`src/hdl/mcio_pkg.sv`:
```
// Purpose: Shared constants for the parallel I/O port set
// Assumes: Byte-wide data-memory access, one instruction-cycle clock
// Notes:   All offsets and the port register reset values live here
package mcio_pkg;

    // ------------------------------------------------------------
    // Data-memory locations
    // ------------------------------------------------------------
    localparam logic [7:0] ADDR_L_OUTPUT = 8'hD0;
    localparam logic [7:0] ADDR_L_CONFIG = 8'hD1;
    localparam logic [7:0] ADDR_L_PINS   = 8'hD2;
    localparam logic [7:0] ADDR_G_OUTPUT = 8'hD4;
    localparam logic [7:0] ADDR_G_CONFIG = 8'hD5;
    localparam logic [7:0] ADDR_G_PINS   = 8'hD6;
    localparam logic [7:0] ADDR_I_PINS   = 8'hD7;
    localparam logic [7:0] ADDR_D_OUTPUT = 8'hDC;
    localparam logic [7:0] ADDR_C_OUTPUT = 8'hD8;
    localparam logic [7:0] ADDR_C_CONFIG = 8'hD9;
    localparam logic [7:0] ADDR_C_PINS   = 8'hDA;

    // ------------------------------------------------------------
    // Reset values
    // ------------------------------------------------------------
    localparam logic [7:0] RST_PORT_REG = 8'h00;
    localparam logic [7:0] RST_PORT_D   = 8'hFF;
    localparam logic [7:0] UNMAPPED_RD  = 8'h00;

    // ------------------------------------------------------------
    // Port G field positions
    // ------------------------------------------------------------
    localparam int G_EXT_IRQ_BIT   = 0;
    localparam int G_ERROR_BIT     = 1;
    localparam int G_T1_CAPT_BIT   = 2;
    localparam int G_T1_IO_BIT     = 3;
    localparam int G_SER_OUT_BIT   = 4;
    localparam int G_SER_CLK_BIT   = 5;
    localparam int G_IDLE_BIT      = 6;
    localparam int G_HALT_BIT      = 7;
    localparam int G_PHASE_BIT     = 6;
    localparam int G_DELAY_BIT     = 7;

    // ------------------------------------------------------------
    // Port L and I field positions
    // ------------------------------------------------------------
    localparam int L_EXT_CLK_BIT   = 1;
    localparam int L_TX_BIT        = 2;
    localparam int L_RX_BIT        = 3;
    localparam int L_T2A_BIT       = 4;
    localparam int L_T2B_BIT       = 5;
    localparam int L_T3A_BIT       = 6;
    localparam int L_T3B_BIT       = 7;
    localparam int I_C1_NEG_BIT    = 1;
    localparam int I_C1_POS_BIT    = 2;
    localparam int I_C1_OUT_BIT    = 3;
    localparam int I_C2_NEG_BIT    = 4;
    localparam int I_C2_POS_BIT    = 5;
    localparam int I_C2_OUT_BIT    = 6;

endpackage

```
`src/hdl/mcio_port_set.sv`:
```
// Purpose: Parallel I/O ports C, G, L, I and D with their memory locations
// Assumes: mclk is the instruction-cycle clock; pins are synchronous to it
// Notes:   Reads return data one cycle after mem_rd
`timescale 1ns/1ps

module mcio_port_set #(
    parameter int W = 8
) (
    input  wire logic         mclk,
    input  wire logic         srst,
    input  wire logic         ce,
    input  wire logic [7:0]   mem_addr,
    input  wire logic         mem_wr,
    input  wire logic [W-1:0] mem_wdata,
    input  wire logic         mem_bset,
    input  wire logic         mem_bclr,
    input  wire logic [2:0]   mem_bsel,
    input  wire logic         mem_rd,
    output logic      [W-1:0] mem_rdata,
    input  wire logic [W-1:0] port_l_in,
    output logic      [W-1:0] port_l_out,
    output logic      [W-1:0] port_l_oe,
    output logic      [W-1:0] port_l_pullup,
    input  wire logic [W-1:0] port_c_in,
    output logic      [W-1:0] port_c_out,
    output logic      [W-1:0] port_c_oe,
    output logic      [W-1:0] port_c_pullup,
    input  wire logic [W-1:0] port_g_in,
    output logic      [W-1:0] port_g_out,
    output logic      [W-1:0] port_g_oe,
    output logic      [W-1:0] port_g_pullup,
    input  wire logic [W-1:0] port_i_in,
    output logic              port_i_enable,
    output logic      [W-1:0] port_d_out,
    input  wire logic         xtal_option,
    input  wire logic         osc_clock,
    input  wire logic         supervisor_error_n,
    input  wire logic         serial_transmit_en,
    input  wire logic         serial_transmit_data,
    input  wire logic         serial_out_en,
    input  wire logic         serial_out_data,
    input  wire logic         timer1_out_en,
    input  wire logic         timer1_out_data,
    output logic              halt_request,
    output logic              idle_request,
    output logic              halt_exit,
    output logic              startup_delay_enable,
    output logic              serial_clock_phase_select,
    output logic      [W-1:0] multi_input_wakeup,
    output logic              serial_port_ext_clock,
    output logic              serial_receive_pin,
    output logic              timer2_input_a,
    output logic              timer2_input_b,
    output logic              timer3_input_a,
    output logic              timer3_input_b,
    output logic              serial_data_in,
    output logic              serial_clock_pin,
    output logic              timer1_io,
    output logic              timer1_capture_in,
    output logic              external_irq_in,
    output logic              comparator_one_neg_in,
    output logic              comparator_one_pos_in,
    output logic              comparator_one_output,
    output logic              comparator_two_neg_in,
    output logic              comparator_two_pos_in,
    output logic              comparator_two_output
);

    // ------------------------------------------------------------
    // State
    // ------------------------------------------------------------
    typedef struct packed {
        logic [W-1:0] cfg_l;
        logic [W-1:0] dat_l;
        logic [W-1:0] cfg_g;
        logic [W-1:0] dat_g;
        logic [W-1:0] cfg_c;
        logic [W-1:0] dat_c;
        logic [W-1:0] dat_d;
        logic [W-1:0] rdata;
        logic         g7_prev;
        logic         halt;
        logic         idle;
        logic         wake;
    } mcio_state_t;

    mcio_state_t st_r;
    mcio_state_t st_nxt;

    // ------------------------------------------------------------
    // Helpers
    // ------------------------------------------------------------
    // Byte update for a whole write or a single-bit set or clear
    function automatic logic [W-1:0] upd(input logic [W-1:0] old);
        logic [W-1:0] m;
        m = '0;
        m[mem_bsel] = 1'b1;
        upd = old;
        if (mem_wr) begin
            upd = mem_wdata;
        end else if (mem_bset) begin
            upd = old | m;
        end else if (mem_bclr) begin
            upd = old & ~m;
        end
    endfunction

    function automatic logic hit(input logic [7:0] a);
        hit = (mem_addr == a) && (mem_wr || mem_bset || mem_bclr);
    endfunction

    logic [W-1:0] g_new;
    logic         g_touch;

    // ------------------------------------------------------------
    // Next state
    // ------------------------------------------------------------
    always_comb begin
        st_nxt      = st_r;
        st_nxt.halt = 1'b0;
        st_nxt.idle = 1'b0;
        st_nxt.wake = 1'b0;
        g_touch     = hit(mcio_pkg::ADDR_G_OUTPUT);
        g_new       = upd(st_r.dat_g);
        if (hit(mcio_pkg::ADDR_L_CONFIG)) begin
            st_nxt.cfg_l = upd(st_r.cfg_l);
        end
        if (hit(mcio_pkg::ADDR_L_OUTPUT)) begin
            st_nxt.dat_l = upd(st_r.dat_l);
        end
        if (hit(mcio_pkg::ADDR_G_CONFIG)) begin
            st_nxt.cfg_g = upd(st_r.cfg_g);
        end
        if (hit(mcio_pkg::ADDR_C_CONFIG)) begin
            st_nxt.cfg_c = upd(st_r.cfg_c);
        end
        if (hit(mcio_pkg::ADDR_C_OUTPUT)) begin
            st_nxt.dat_c = upd(st_r.dat_c);
        end
        if (hit(mcio_pkg::ADDR_D_OUTPUT)) begin
            st_nxt.dat_d = upd(st_r.dat_d);
        end
        if (g_touch) begin
            // bits 6 and 7 not stored
            st_nxt.dat_g = g_new;
            st_nxt.dat_g[mcio_pkg::G_IDLE_BIT] = 1'b0;
            st_nxt.dat_g[mcio_pkg::G_HALT_BIT] = 1'b0;
            st_nxt.halt = g_new[mcio_pkg::G_HALT_BIT];
            st_nxt.idle = g_new[mcio_pkg::G_IDLE_BIT];
        end
        st_nxt.g7_prev = port_g_in[mcio_pkg::G_HALT_BIT];
        st_nxt.wake    = !xtal_option && !st_r.g7_prev
                         && port_g_in[mcio_pkg::G_HALT_BIT];
        if (mem_rd) begin
            case (mem_addr)
                mcio_pkg::ADDR_L_OUTPUT: st_nxt.rdata = st_r.dat_l;
                mcio_pkg::ADDR_L_CONFIG: st_nxt.rdata = st_r.cfg_l;
                mcio_pkg::ADDR_L_PINS:   st_nxt.rdata = port_l_in;
                mcio_pkg::ADDR_G_OUTPUT: st_nxt.rdata = st_r.dat_g;
                mcio_pkg::ADDR_G_CONFIG: st_nxt.rdata = st_r.cfg_g;
                mcio_pkg::ADDR_G_PINS:   st_nxt.rdata = port_g_in;
                mcio_pkg::ADDR_I_PINS:   st_nxt.rdata = port_i_in;
                mcio_pkg::ADDR_C_OUTPUT: st_nxt.rdata = st_r.dat_c;
                mcio_pkg::ADDR_C_CONFIG: st_nxt.rdata = st_r.cfg_c;
                mcio_pkg::ADDR_C_PINS:   st_nxt.rdata = port_c_in;
                mcio_pkg::ADDR_D_OUTPUT: st_nxt.rdata = st_r.dat_d;
                default:                 st_nxt.rdata = mcio_pkg::UNMAPPED_RD;
            endcase
        end
    end

    // ------------------------------------------------------------
    // Registers
    // ------------------------------------------------------------
    always_ff @(posedge mclk) begin
        if (srst) begin
            st_r.cfg_l   <= mcio_pkg::RST_PORT_REG;
            st_r.dat_l   <= mcio_pkg::RST_PORT_REG;
            st_r.cfg_g   <= mcio_pkg::RST_PORT_REG;
            st_r.dat_g   <= mcio_pkg::RST_PORT_REG;
            st_r.cfg_c   <= mcio_pkg::RST_PORT_REG;
            st_r.dat_c   <= mcio_pkg::RST_PORT_REG;
            st_r.dat_d   <= mcio_pkg::RST_PORT_D;
            st_r.rdata   <= mcio_pkg::UNMAPPED_RD;
            st_r.g7_prev <= port_g_in[mcio_pkg::G_HALT_BIT];
            st_r.halt    <= 1'b0;
            st_r.idle    <= 1'b0;
            st_r.wake    <= 1'b0;
        end else if (ce) begin
            st_r <= st_nxt;
        end
    end

    // ------------------------------------------------------------
    // Pin pair decode
    // ------------------------------------------------------------
    // Weak pull-up only on an input whose data bit is one
    function automatic logic pull_on(input logic cfg, input logic dat);
        pull_on = !cfg && dat;
    endfunction

    logic [W-1:0] l_pull;
    logic [W-1:0] c_pull;
    logic [W-1:0] g_pull;

    genvar b;
    generate
        for (b = 0; b < W; b = b + 1) begin : g_pair
            assign l_pull[b] = pull_on(st_r.cfg_l[b], st_r.dat_l[b]);
            assign c_pull[b] = pull_on(st_r.cfg_c[b], st_r.dat_c[b]);
            assign g_pull[b] = pull_on(st_r.cfg_g[b], st_r.dat_g[b]);
        end
    endgenerate

    // ------------------------------------------------------------
    // Pin drivers
    // ------------------------------------------------------------
    always_comb begin
        port_l_oe     = st_r.cfg_l;
        port_l_out    = st_r.dat_l;
        port_l_pullup = l_pull;
        port_c_oe     = st_r.cfg_c;
        port_c_out    = st_r.dat_c;
        port_c_pullup = c_pull;
        port_g_oe     = st_r.cfg_g;
        port_g_out    = st_r.dat_g;
        port_g_pullup = g_pull;
        if (serial_transmit_en) begin
            port_l_oe[mcio_pkg::L_TX_BIT]  = 1'b1;
            port_l_out[mcio_pkg::L_TX_BIT] = serial_transmit_data;
        end
        // serial out and timer 1 output
        if (serial_out_en) begin
            port_g_oe[mcio_pkg::G_SER_OUT_BIT]  = 1'b1;
            port_g_out[mcio_pkg::G_SER_OUT_BIT] = serial_out_data;
        end
        if (timer1_out_en) begin
            port_g_oe[mcio_pkg::G_T1_IO_BIT]  = 1'b1;
            port_g_out[mcio_pkg::G_T1_IO_BIT] = timer1_out_data;
        end
        port_g_oe[mcio_pkg::G_ERROR_BIT]     = !supervisor_error_n;
        port_g_out[mcio_pkg::G_ERROR_BIT]    = 1'b0;
        port_g_pullup[mcio_pkg::G_ERROR_BIT] = 1'b0;
        port_g_oe[mcio_pkg::G_IDLE_BIT]      = 1'b0;
        port_g_out[mcio_pkg::G_IDLE_BIT]     = 1'b0;
        port_g_pullup[mcio_pkg::G_IDLE_BIT]  = 1'b0;
        port_g_oe[mcio_pkg::G_HALT_BIT]      = xtal_option;
        port_g_out[mcio_pkg::G_HALT_BIT]     = xtal_option & osc_clock;
        port_g_pullup[mcio_pkg::G_HALT_BIT]  = 1'b0;
    end

    assign port_d_out = srst ? mcio_pkg::RST_PORT_D : st_r.dat_d;

    assign port_i_enable = (mem_addr == mcio_pkg::ADDR_I_PINS) && mem_rd;

    // ------------------------------------------------------------
    // Status outputs
    // ------------------------------------------------------------
    assign mem_rdata    = st_r.rdata;
    assign halt_request = st_r.halt;
    assign idle_request = st_r.idle;
    assign halt_exit    = st_r.wake;

    // ------------------------------------------------------------
    // Mode controls
    // ------------------------------------------------------------
    // serial clock phase
    assign serial_clock_phase_select = st_r.cfg_g[mcio_pkg::G_PHASE_BIT];
    assign startup_delay_enable = st_r.cfg_g[mcio_pkg::G_DELAY_BIT] & ~xtal_option;

    // ------------------------------------------------------------
    // Alternate inputs
    // ------------------------------------------------------------
    // wakeup on every L pin
    assign multi_input_wakeup = port_l_in;

    assign serial_port_ext_clock = port_l_in[mcio_pkg::L_EXT_CLK_BIT];
    assign serial_receive_pin    = port_l_in[mcio_pkg::L_RX_BIT];
    assign timer2_input_a        = port_l_in[mcio_pkg::L_T2A_BIT];
    assign timer2_input_b        = port_l_in[mcio_pkg::L_T2B_BIT];
    assign timer3_input_a        = port_l_in[mcio_pkg::L_T3A_BIT];
    assign timer3_input_b        = port_l_in[mcio_pkg::L_T3B_BIT];

    assign serial_data_in    = port_g_in[mcio_pkg::G_IDLE_BIT];
    assign serial_clock_pin  = port_g_in[mcio_pkg::G_SER_CLK_BIT];
    assign timer1_io         = port_g_in[mcio_pkg::G_T1_IO_BIT];
    assign timer1_capture_in = port_g_in[mcio_pkg::G_T1_CAPT_BIT];
    assign external_irq_in   = port_g_in[mcio_pkg::G_EXT_IRQ_BIT];

    assign comparator_one_neg_in = port_i_in[mcio_pkg::I_C1_NEG_BIT];
    assign comparator_one_pos_in = port_i_in[mcio_pkg::I_C1_POS_BIT];
    assign comparator_one_output = port_i_in[mcio_pkg::I_C1_OUT_BIT];
    assign comparator_two_neg_in = port_i_in[mcio_pkg::I_C2_NEG_BIT];
    assign comparator_two_pos_in = port_i_in[mcio_pkg::I_C2_POS_BIT];
    assign comparator_two_output = port_i_in[mcio_pkg::I_C2_OUT_BIT];

endmodule

```
`config.mk`:
```
export PLATFORM = sky130hd
export DESIGN_NAME = mcio_port_set
export DESIGN_NICKNAME = d
export VERILOG_FILES = /design/src/hdl/mcio_pkg.sv /design/src/hdl/mcio_port_set.sv
export SDC_FILE = /design/constraint.sdc
export NUM_CORES = 1
export LEC_CHECK = 0
export BUFFER_PORTS_ARGS = -buffer_cell sky130_fd_sc_hd__buf_2
export CORE_UTILIZATION = 49
export CTS_CLUSTER_SIZE = 30
export DETAILED_ROUTE_END_ITERATION = 8
export MAX_ROUTING_LAYER = met4
export PLACE_DENSITY = 0.92
export REMOVE_ABC_BUFFERS = 1
export SLEW_MARGIN = 20
export SYNTH_ARGS = -nofsm -noshare
export SYNTH_HDL_FRONTEND = slang
export SYNTH_SLANG_ARGS = --single-unit
```
`constraint.sdc`:
```
create_clock -name mclk -period 2.3 [get_ports mclk]
set_input_delay 0.46 -clock mclk [delete_from_list [all_inputs] [get_ports mclk]]
set_output_delay 0.46 -clock mclk [all_outputs]
set_load 0.03 [all_outputs]
```
==> results of run 1 <==
## logic make-up (layout without fill, tap and decap cells)
logic type,after synthesis,count (layout),synth area share
simple gates,315,315,0.331
flops,66,66,0.289
mux,23,23,0.0560
compound gates,92,92,0.152
other cells,1,6,0.000814
buf+inv,125,250,0.170
## layout make-up
cell class	instances	area [sq um]	area share
inverters	4	15.0	0.00273
flip-flops and latches	66	1330	0.242
multi-input cells	436	2510	0.455
well taps	111	139	0.0252
clock buffers	11	153	0.0277
repair buffers	230	1280	0.232
clock inverters	5	83.8	0.0152
## tightest hold or removal path, delay by kind of cell
| family | cells | cell delay, ns |
|---|---|---|
| AO/OA/AOI/OAI | 1 | 0.06 |
| AND/OR/NAND/NOR | 1 | 0.07 |
| buffers and inverters | 1 | 0.11 |
## synth_stat cells (all sizes together), types with 2 or more instances
cell | n | area, sq um
a21oi | 11 | 55.1
nand3 | 3 | 15.0
a22oi | 4 | 30.0
or2 | 12 | 75.1
a211oi | 3 | 22.5
o31ai | 7 | 52.6
o31a | 2 | 17.5
a2111oi | 2 | 36.3
and2 | 5 | 31.3
a32o | 5 | 50.1
mux2 | 12 | 135
inv | 4 | 15.0
nor3b | 3 | 22.5
nor3 | 99 | 495
buf | 92 | 661
nand3b | 8 | 60.1
a32oi | 8 | 70.1
nor2 | 108 | 408
a221oi | 3 | 26.3
nand2b | 7 | 43.8
clkbuf | 29 | 109
nand4 | 7 | 43.8
nand2 | 30 | 113
dfxtp | 65 | 1300
o21ai | 18 | 93.8
a31oi | 8 | 50.1
and3 | 2 | 12.5
mux2i | 10 | 100
o21ba | 2 | 20.0
o41ai | 2 | 17.5
o2bb2ai | 3 | 26.3
a22o | 7 | 61.3
nor2b | 28 | 178
## metal layers
metal  up-vias  part of all wire  wire length (um)  global-route usage
met1      2328              0.40              5860               0.381
li1       2349                 -                 -                   -
met5         -                 0                 0                   -
met4         0             0.036               524               0.104
met3        54              0.11              1610              0.0638
met2       352              0.45              6530               0.478
## power by group through the flow
stage | Combinational, mW | Sequential, mW | Clock [mW]
6_report | 0.472 | 1.15 | 1.16
5_1_grt | 0.501 | 1.15 | 1.22
4_1_cts | 0.463 | 1.15 | 1.16
3_5_place_dp | 0.461 | 1.18 | 0
3_3_place_gp | 0.459 | 1.18 | 0
2_1_floorplan | 0.163 | 1.18 | 0
## path summary, 6_finish.rpt
path,start,to,slack [ns],cells after the start
max,mem_addr[1],port_i_enable,0.24,5
min,port_g_in[7],halt_exit,0.41,3
max reg2reg,flip-flop,mem_rdata[5],0.85,4
min reg2reg,idle_request,idle_request,0.47,2
## through the flow
stage                     hold WS [ns]  power [mW]  setup slack [ns]  utilization  cell area (sq um)
after floorplan                  0.459        1.34             0.184            -               3850
after global placement           0.454        1.64             0.239        0.576               5270
after detailed placement         0.459        1.64             0.174        0.576               5270
after CTS                        0.414        2.77             0.286        0.602               5510
after global routing             0.427        2.87             0.198        0.602               5510
final                            0.414        2.78             0.243        0.602               5510
==> reports/summary.md, run 1 <==
For the total global-route track usage, the log shows 0.302. The number of distinct standard cells referenced by the synthesized netlist was 58. For this block, the via count after detailed routing is 5083. Entering global routing, the biggest net connects 35 pins. For the post-detailed-route DRC marker count, the log shows 0.

For this run, the slowest stage of the critical path takes 0.32 ns. The clock tree synthesis step divided the H-tree into 3 levels. The library cell used most frequently in the layout, excluding fill and tap cells, is sky130_fd_sc_hd__buf_2. The run finished with clean final reports.

Along the worst path, the maximum fanout reaches 14. The worst hold path belongs to the class primary input to flip-flop. For this design the top-level I/O count stands at 186. Dominant register cell in the synthesized netlist: sky130_fd_sc_hd__dfxtp_1. After clock tree synthesis, the repair step resized 0 gates.

The logs give 0.413 for the portion of total power attributed to sequential cells and 0.957 for the routability-driven placement congestion ratio. The first detailed-routing pass took 5 iterations. The post-synthesis area per instance came out at 7.40 sq um. The per-cell via count in the routed design is 5.89, and the final layout net count is 814. Clock-pin slew was measured on the worst setup and hold paths at 0.07 ns.

In this run the clock root is driven by a sky130_fd_sc_hd__clkbuf_8. The logs give 0 for the total count of max-transition violations in the final report and 1.99 mW for the cell-internal power. After detailed routing, the total wire length is 14.5 mm. The die is 98.9 um wide. Proportion of power drawn by combinational gates: 0.169. The tree built by TritonCTS fans out to 66 sinks. At the pin with the least slew margin, the transition time is 0.665 ns.

Switching part of the total: 0.285. The final instance count without filler cells is 863, and the clock insertion delay at the later pin of the skew report is 0.35 ns. The share of synthesized area occupied by flip-flops and latches is 0.289. The number of setup buffers added after CTS was 0. From bottom edge to top edge, the die measures 98.9 um. Most numerous cell on the critical path: sky130_fd_sc_hd__buf_2.

STA classifies the critical path endpoint as an output pin. Buffers inserted during clock tree synthesis total 9. Across the run, the number of max-cap violations was 0. The number of global-route vias before repair was 4448; the highest clock frequency the design can meet was 486 MHz.

For this design, the slowest cell found on the critical path is sky130_fd_sc_hd__buf_2. The tools report the number of hold violations in the final report as 0. The critical setup path kind was primary input to output pin.

The logs give 9790 sq um for the area of the die and 0 for the yosys synthesis warning count. The power share of the clock group is 0.417, and the critical path data required time is 1.84 ns. Setup violations remaining at the end of the flow were counted as 0. From synthesis to final layout, the design area changed by 19.6%.

Across the routed clock network, the largest skew measured is 0.00752 ns. The tools report the final antenna diode count as 0. The number of flops mapped to enable cells by yosys works out to 1. For the final routed database, the setup TNS stands at 0 ns. Broken down by cell family, the worst path's largest delay share belongs to buffers and inverters.

The sum of buffers and inverters on the critical path was 3; the number of standard-cell rows in the floorplan was 35. In the final routed layout, each cell accounts on average for 16.8 um. The share of post-route cells with drive strength above 1 works out to 0.367.

The post-synthesis instance area is 4600 sq um. Setup repair after global routing left no endpoint under its margin. The worst setup path is launched from a primary input. Effective utilization at floorplan: 0.503. Final critical delay including setup and external delays: 2.06 ns. The layout has 812 filler cells.

TritonCTS built the clock tree. For the remaining max-slew budget at the tightest pin, the log shows 0.557. The number of buffers inserted by hold repair at cts is 0. For this design the total switching power over the nets is 0.794 mW.

For the worst setup path, the data arrival time is 1.60 ns. Traced cell by cell, the critical path runs through buf_2 -> buf_4 -> nand2_1 -> nor3_1 -> buf_2. For this design the static power due to leakage is 2.44 nW. The number of input and output port buffers inserted was 179; the fraction of synthesis flops using an asynchronous set or reset pin was 0. The flip-flop and latch count after synthesis is 66. For the worst IR drop on VDD, the log shows 280 uV.

After legalization and detailed placement, the total HPWL measured 10.7 mm. Power spread over the standard cell area amounts to 505 nW/um^2. The share of the cycle needed by the critical path after routing came out at 0.894. The detailed router finished its first iteration with 585 violations.

Leaving out fill and tap cells, the most frequent cells in the layout are sky130_fd_sc_hd__buf_2 (179), sky130_fd_sc_hd__nor2_1 (107), sky130_fd_sc_hd__nor3_1 (99), sky130_fd_sc_hd__dfxtp_1 (65), sky130_fd_sc_hd__buf_4 (51). The logs give 0 for the number of antenna violations at the first check in global routing and 847 for the post-placement cell count. The tools report the final global-route overflow total as 0. The count of mapped cells out of synthesis came out at 622. For the count of antenna-violating nets left after detailed routing, the log shows 0. In this run the standard cell core region covers 9150 sq um. The first global-routing pass estimated 22.5 mm of wire.

The longest clock path from root to sink contains 2 buffers.
No activity file was read; power rests on OpenSTA's default activity.
==> inputs of run 2 (changes only) <==
--- a/config.mk
+++ b/config.mk
@@ -6,11 +6,11 @@
 export NUM_CORES = 1
 export LEC_CHECK = 0
 export BUFFER_PORTS_ARGS = -buffer_cell sky130_fd_sc_hd__buf_2
-export CORE_UTILIZATION = 49
+export CORE_UTILIZATION = 30
 export CTS_CLUSTER_SIZE = 30
 export DETAILED_ROUTE_END_ITERATION = 8
 export MAX_ROUTING_LAYER = met4
-export PLACE_DENSITY = 0.92
+export PLACE_DENSITY = 0.65
 export REMOVE_ABC_BUFFERS = 1
 export SLEW_MARGIN = 20
 export SYNTH_ARGS = -nofsm -noshare
==> reports/summary.md, run 2 (synthesized netlist as in run 1, its figures left out) <==
The kind of path behind the tightest hold check was primary input to flip-flop. The number of vias after detailed routing was 4804 (-5.5%). The flow ran to the end, and the final reports show no timing, DRC or antenna violations. The tools report the setup TNS as 0 ns (unchanged). The tools report the final setup skew as 0.00726 ns (-0.000252 ns). The measured slew at the worst slew-check pin works out to 0.668 ns (+0.00267 ns). The share of post-route cells with drive strength above 1 was 0.364 (-0.00351). The utilization after layout is 0.384 (-0.218). The number of antenna violations at the first check in global routing is 0 (unchanged), and the total iterations of the first detailed-routing run is 5 (unchanged). The critical path data required time is 1.84 ns (about the same).

The count of maximum capacitance violations was 0 (unchanged). The logs give 66 (unchanged) for the number of sinks on the clock net and 0 (unchanged) for the total count of max-transition violations in the final report. The worst setup path is launched from a primary input. The number of I/O pins was 186 (unchanged); the floorplan die height was 126 um (+27%).

The number of endpoints failing setup at the final stage came out at 0 (unchanged). The clock-pin transition on the worst setup and hold timing paths came out at 0.05 ns (-0.02 ns). The logs give 4251 (-4.4%) for the number of global-route vias before repair and 2.48 nW (+1.5%) for the total leakage power.

The logs give 24.3 mm (+7.9%) for the global-route wire length before repair and 27 (-23%) for the largest net degree at the start of global routing. The logs give 366 uV (+31%) for the worst IR drop on VDD and 3 (unchanged) for the number of H-tree levels. The final instance area was 5670 sq um (+2.9%); the highest net fanout along the worst path was 24 (+10).

The area of the die was 15800 sq um (+62%); the final critical delay including setup and external delays was 1.97 ns (-0.0854 ns). Setup repair after global routing left no endpoint under its margin. For the final layout net count, the log shows 813 (-0.12%). The highest clock frequency the design can meet was 507 MHz (+4.3%); the data arrival time of the critical path was 1.51 ns (-0.09 ns).

The logs give 0 (unchanged) for the number of setup buffers added after CTS and 381 (-35%) for the first-iteration detailed-routing DRC count. TritonCTS built the clock tree. The run gives 0 (unchanged) as the final global-route overflow total. The tools report the clock root buffer as sky130_fd_sc_hd__clkbuf_16.

The detail-routed net length per standard cell was 17.2 um (+2.4%). The worst hold slack was 0.421 ns (+0.00788 ns). The total global-route track usage was 0.209 (-0.0929). The tools report the setup slack at placement as 0.221 ns (+0.0467 ns). The run gives 0.920 (-3.9%) as the routability-driven placement congestion ratio.

The post-place instance area was 5370 sq um (+1.8%); the count of antenna-violating nets left after detailed routing was 0 (unchanged). The number of gates resized after CTS came out at 0 (unchanged). Leaving out fill and tap cells, the most frequent cell in the layout is sky130_fd_sc_hd__buf_2. The share of the cycle needed by the critical path after routing works out to 0.857 (-0.0371). The run gives 0.34 ns (about the same) as the clock insertion delay at the later pin of the skew report. The tools report the effective utilization at floorplan as 0.312 (-0.191). The number of hold violations in the final report came out at 0 (unchanged). The top cell types in the final layout, fill and taps aside, are sky130_fd_sc_hd__buf_2 (179), sky130_fd_sc_hd__nor2_1 (107), sky130_fd_sc_hd__nor3_1 (99), sky130_fd_sc_hd__dfxtp_1 (65), sky130_fd_sc_hd__buf_4 (49). The number of input and output port buffers inserted is 179 (unchanged). The floorplan die width works out to 126 um (+27%). The cell area power density is 536 nW/um^2 (+6.0%), and the number of buffers inserted by hold repair at cts is 0 (unchanged). For the placeable core region, the log shows 14800 sq um (+61%). The run gives 9 (unchanged) as the TritonCTS buffer count. Compared with the post-synthesis result, the final layout area differs by 23.1%.

The run gives 0.329 ns (+0.0854 ns) as the final worst setup slack. The per-cell via count in the routed design is 5.14 (-13%), and the total wire length after detailed routing is 16.1 mm (+11%). The remaining max-slew budget at the tightest pin is 0.555 (-0.00178). The critical path endpoint category was an output pin.

Maximum number of buffers from clock root to sink: 2 (unchanged). For the post-detailed-route DRC marker count, the log shows 0 (unchanged). The critical setup path kind is primary input to output pin.

The final antenna diode count is 0 (unchanged), and the number of standard-cell rows in the floorplan is 44 (+26%). Placed wire-length estimate after detailed placement: 12.3 mm (+15%).
==> run 2: final timing paths <==
path | startpoint | end | slack, ns | cells after the start
hold / removal | port_g_in[7] | halt_exit | 0.42 | 3
setup reg to reg | flip-flop | mem_rdata[5] | 0.82 | 4
hold reg to reg | mem_rdata[0] | mem_rdata[0] | 0.46 | 1
setup / recovery | mem_addr[2] | port_i_enable | 0.33 | 6
==> run 2: where the power goes <==
group | switching (mW) | leakage, nW | internal, mW | total (mW)
sequential | 0.00210 | 0.534 | 1.15 | 1.15
combinational | 0.317 | 1.80 | 0.164 | 0.480
clock | 0.505 | 0.147 | 0.897 | 1.40
==> run 2: critical path, cell delays in order <==
cell and delay, ns:
sky130_fd_sc_hd__buf_2 0.13, sky130_fd_sc_hd__buf_12 0.17, sky130_fd_sc_hd__nor2b_1 0.18, sky130_fd_sc_hd__nand2_1 0.09
sky130_fd_sc_hd__nor3_1 0.23, sky130_fd_sc_hd__buf_2 0.24
==> run 2: layout make-up <==
cell class / count / area, sq um
Inverter: 4 / 15.0
Sequential cell: 66 / 1330
Clock inverter: 2 / 35.0
Clock buffer: 14 / 264
Tap cell: 184 / 230
Multi-Input combinational cell: 436 / 2510
Fill cell: 1570 / 9090
Timing Repair Buffer: 229 / 1280
==> run 2: routing by layer <==
| layer | track usage | wire length, um |
|---|---|---|
| met4 | 0.0780 | 467 |
| met2 | 0.315 | 7290 |
| met1 | 0.269 | 7280 |
| met3 | 0.0518 | 1080 |
| met5 | - | 0 |
==> run 2: per-stage QoR <==
step	total power [mW]	std cells
final	3.04	935
after global routing	3.14	935
after CTS	3.05	935
after detailed placement	1.65	919
after global placement	1.65	919
after floorplan	1.34	506
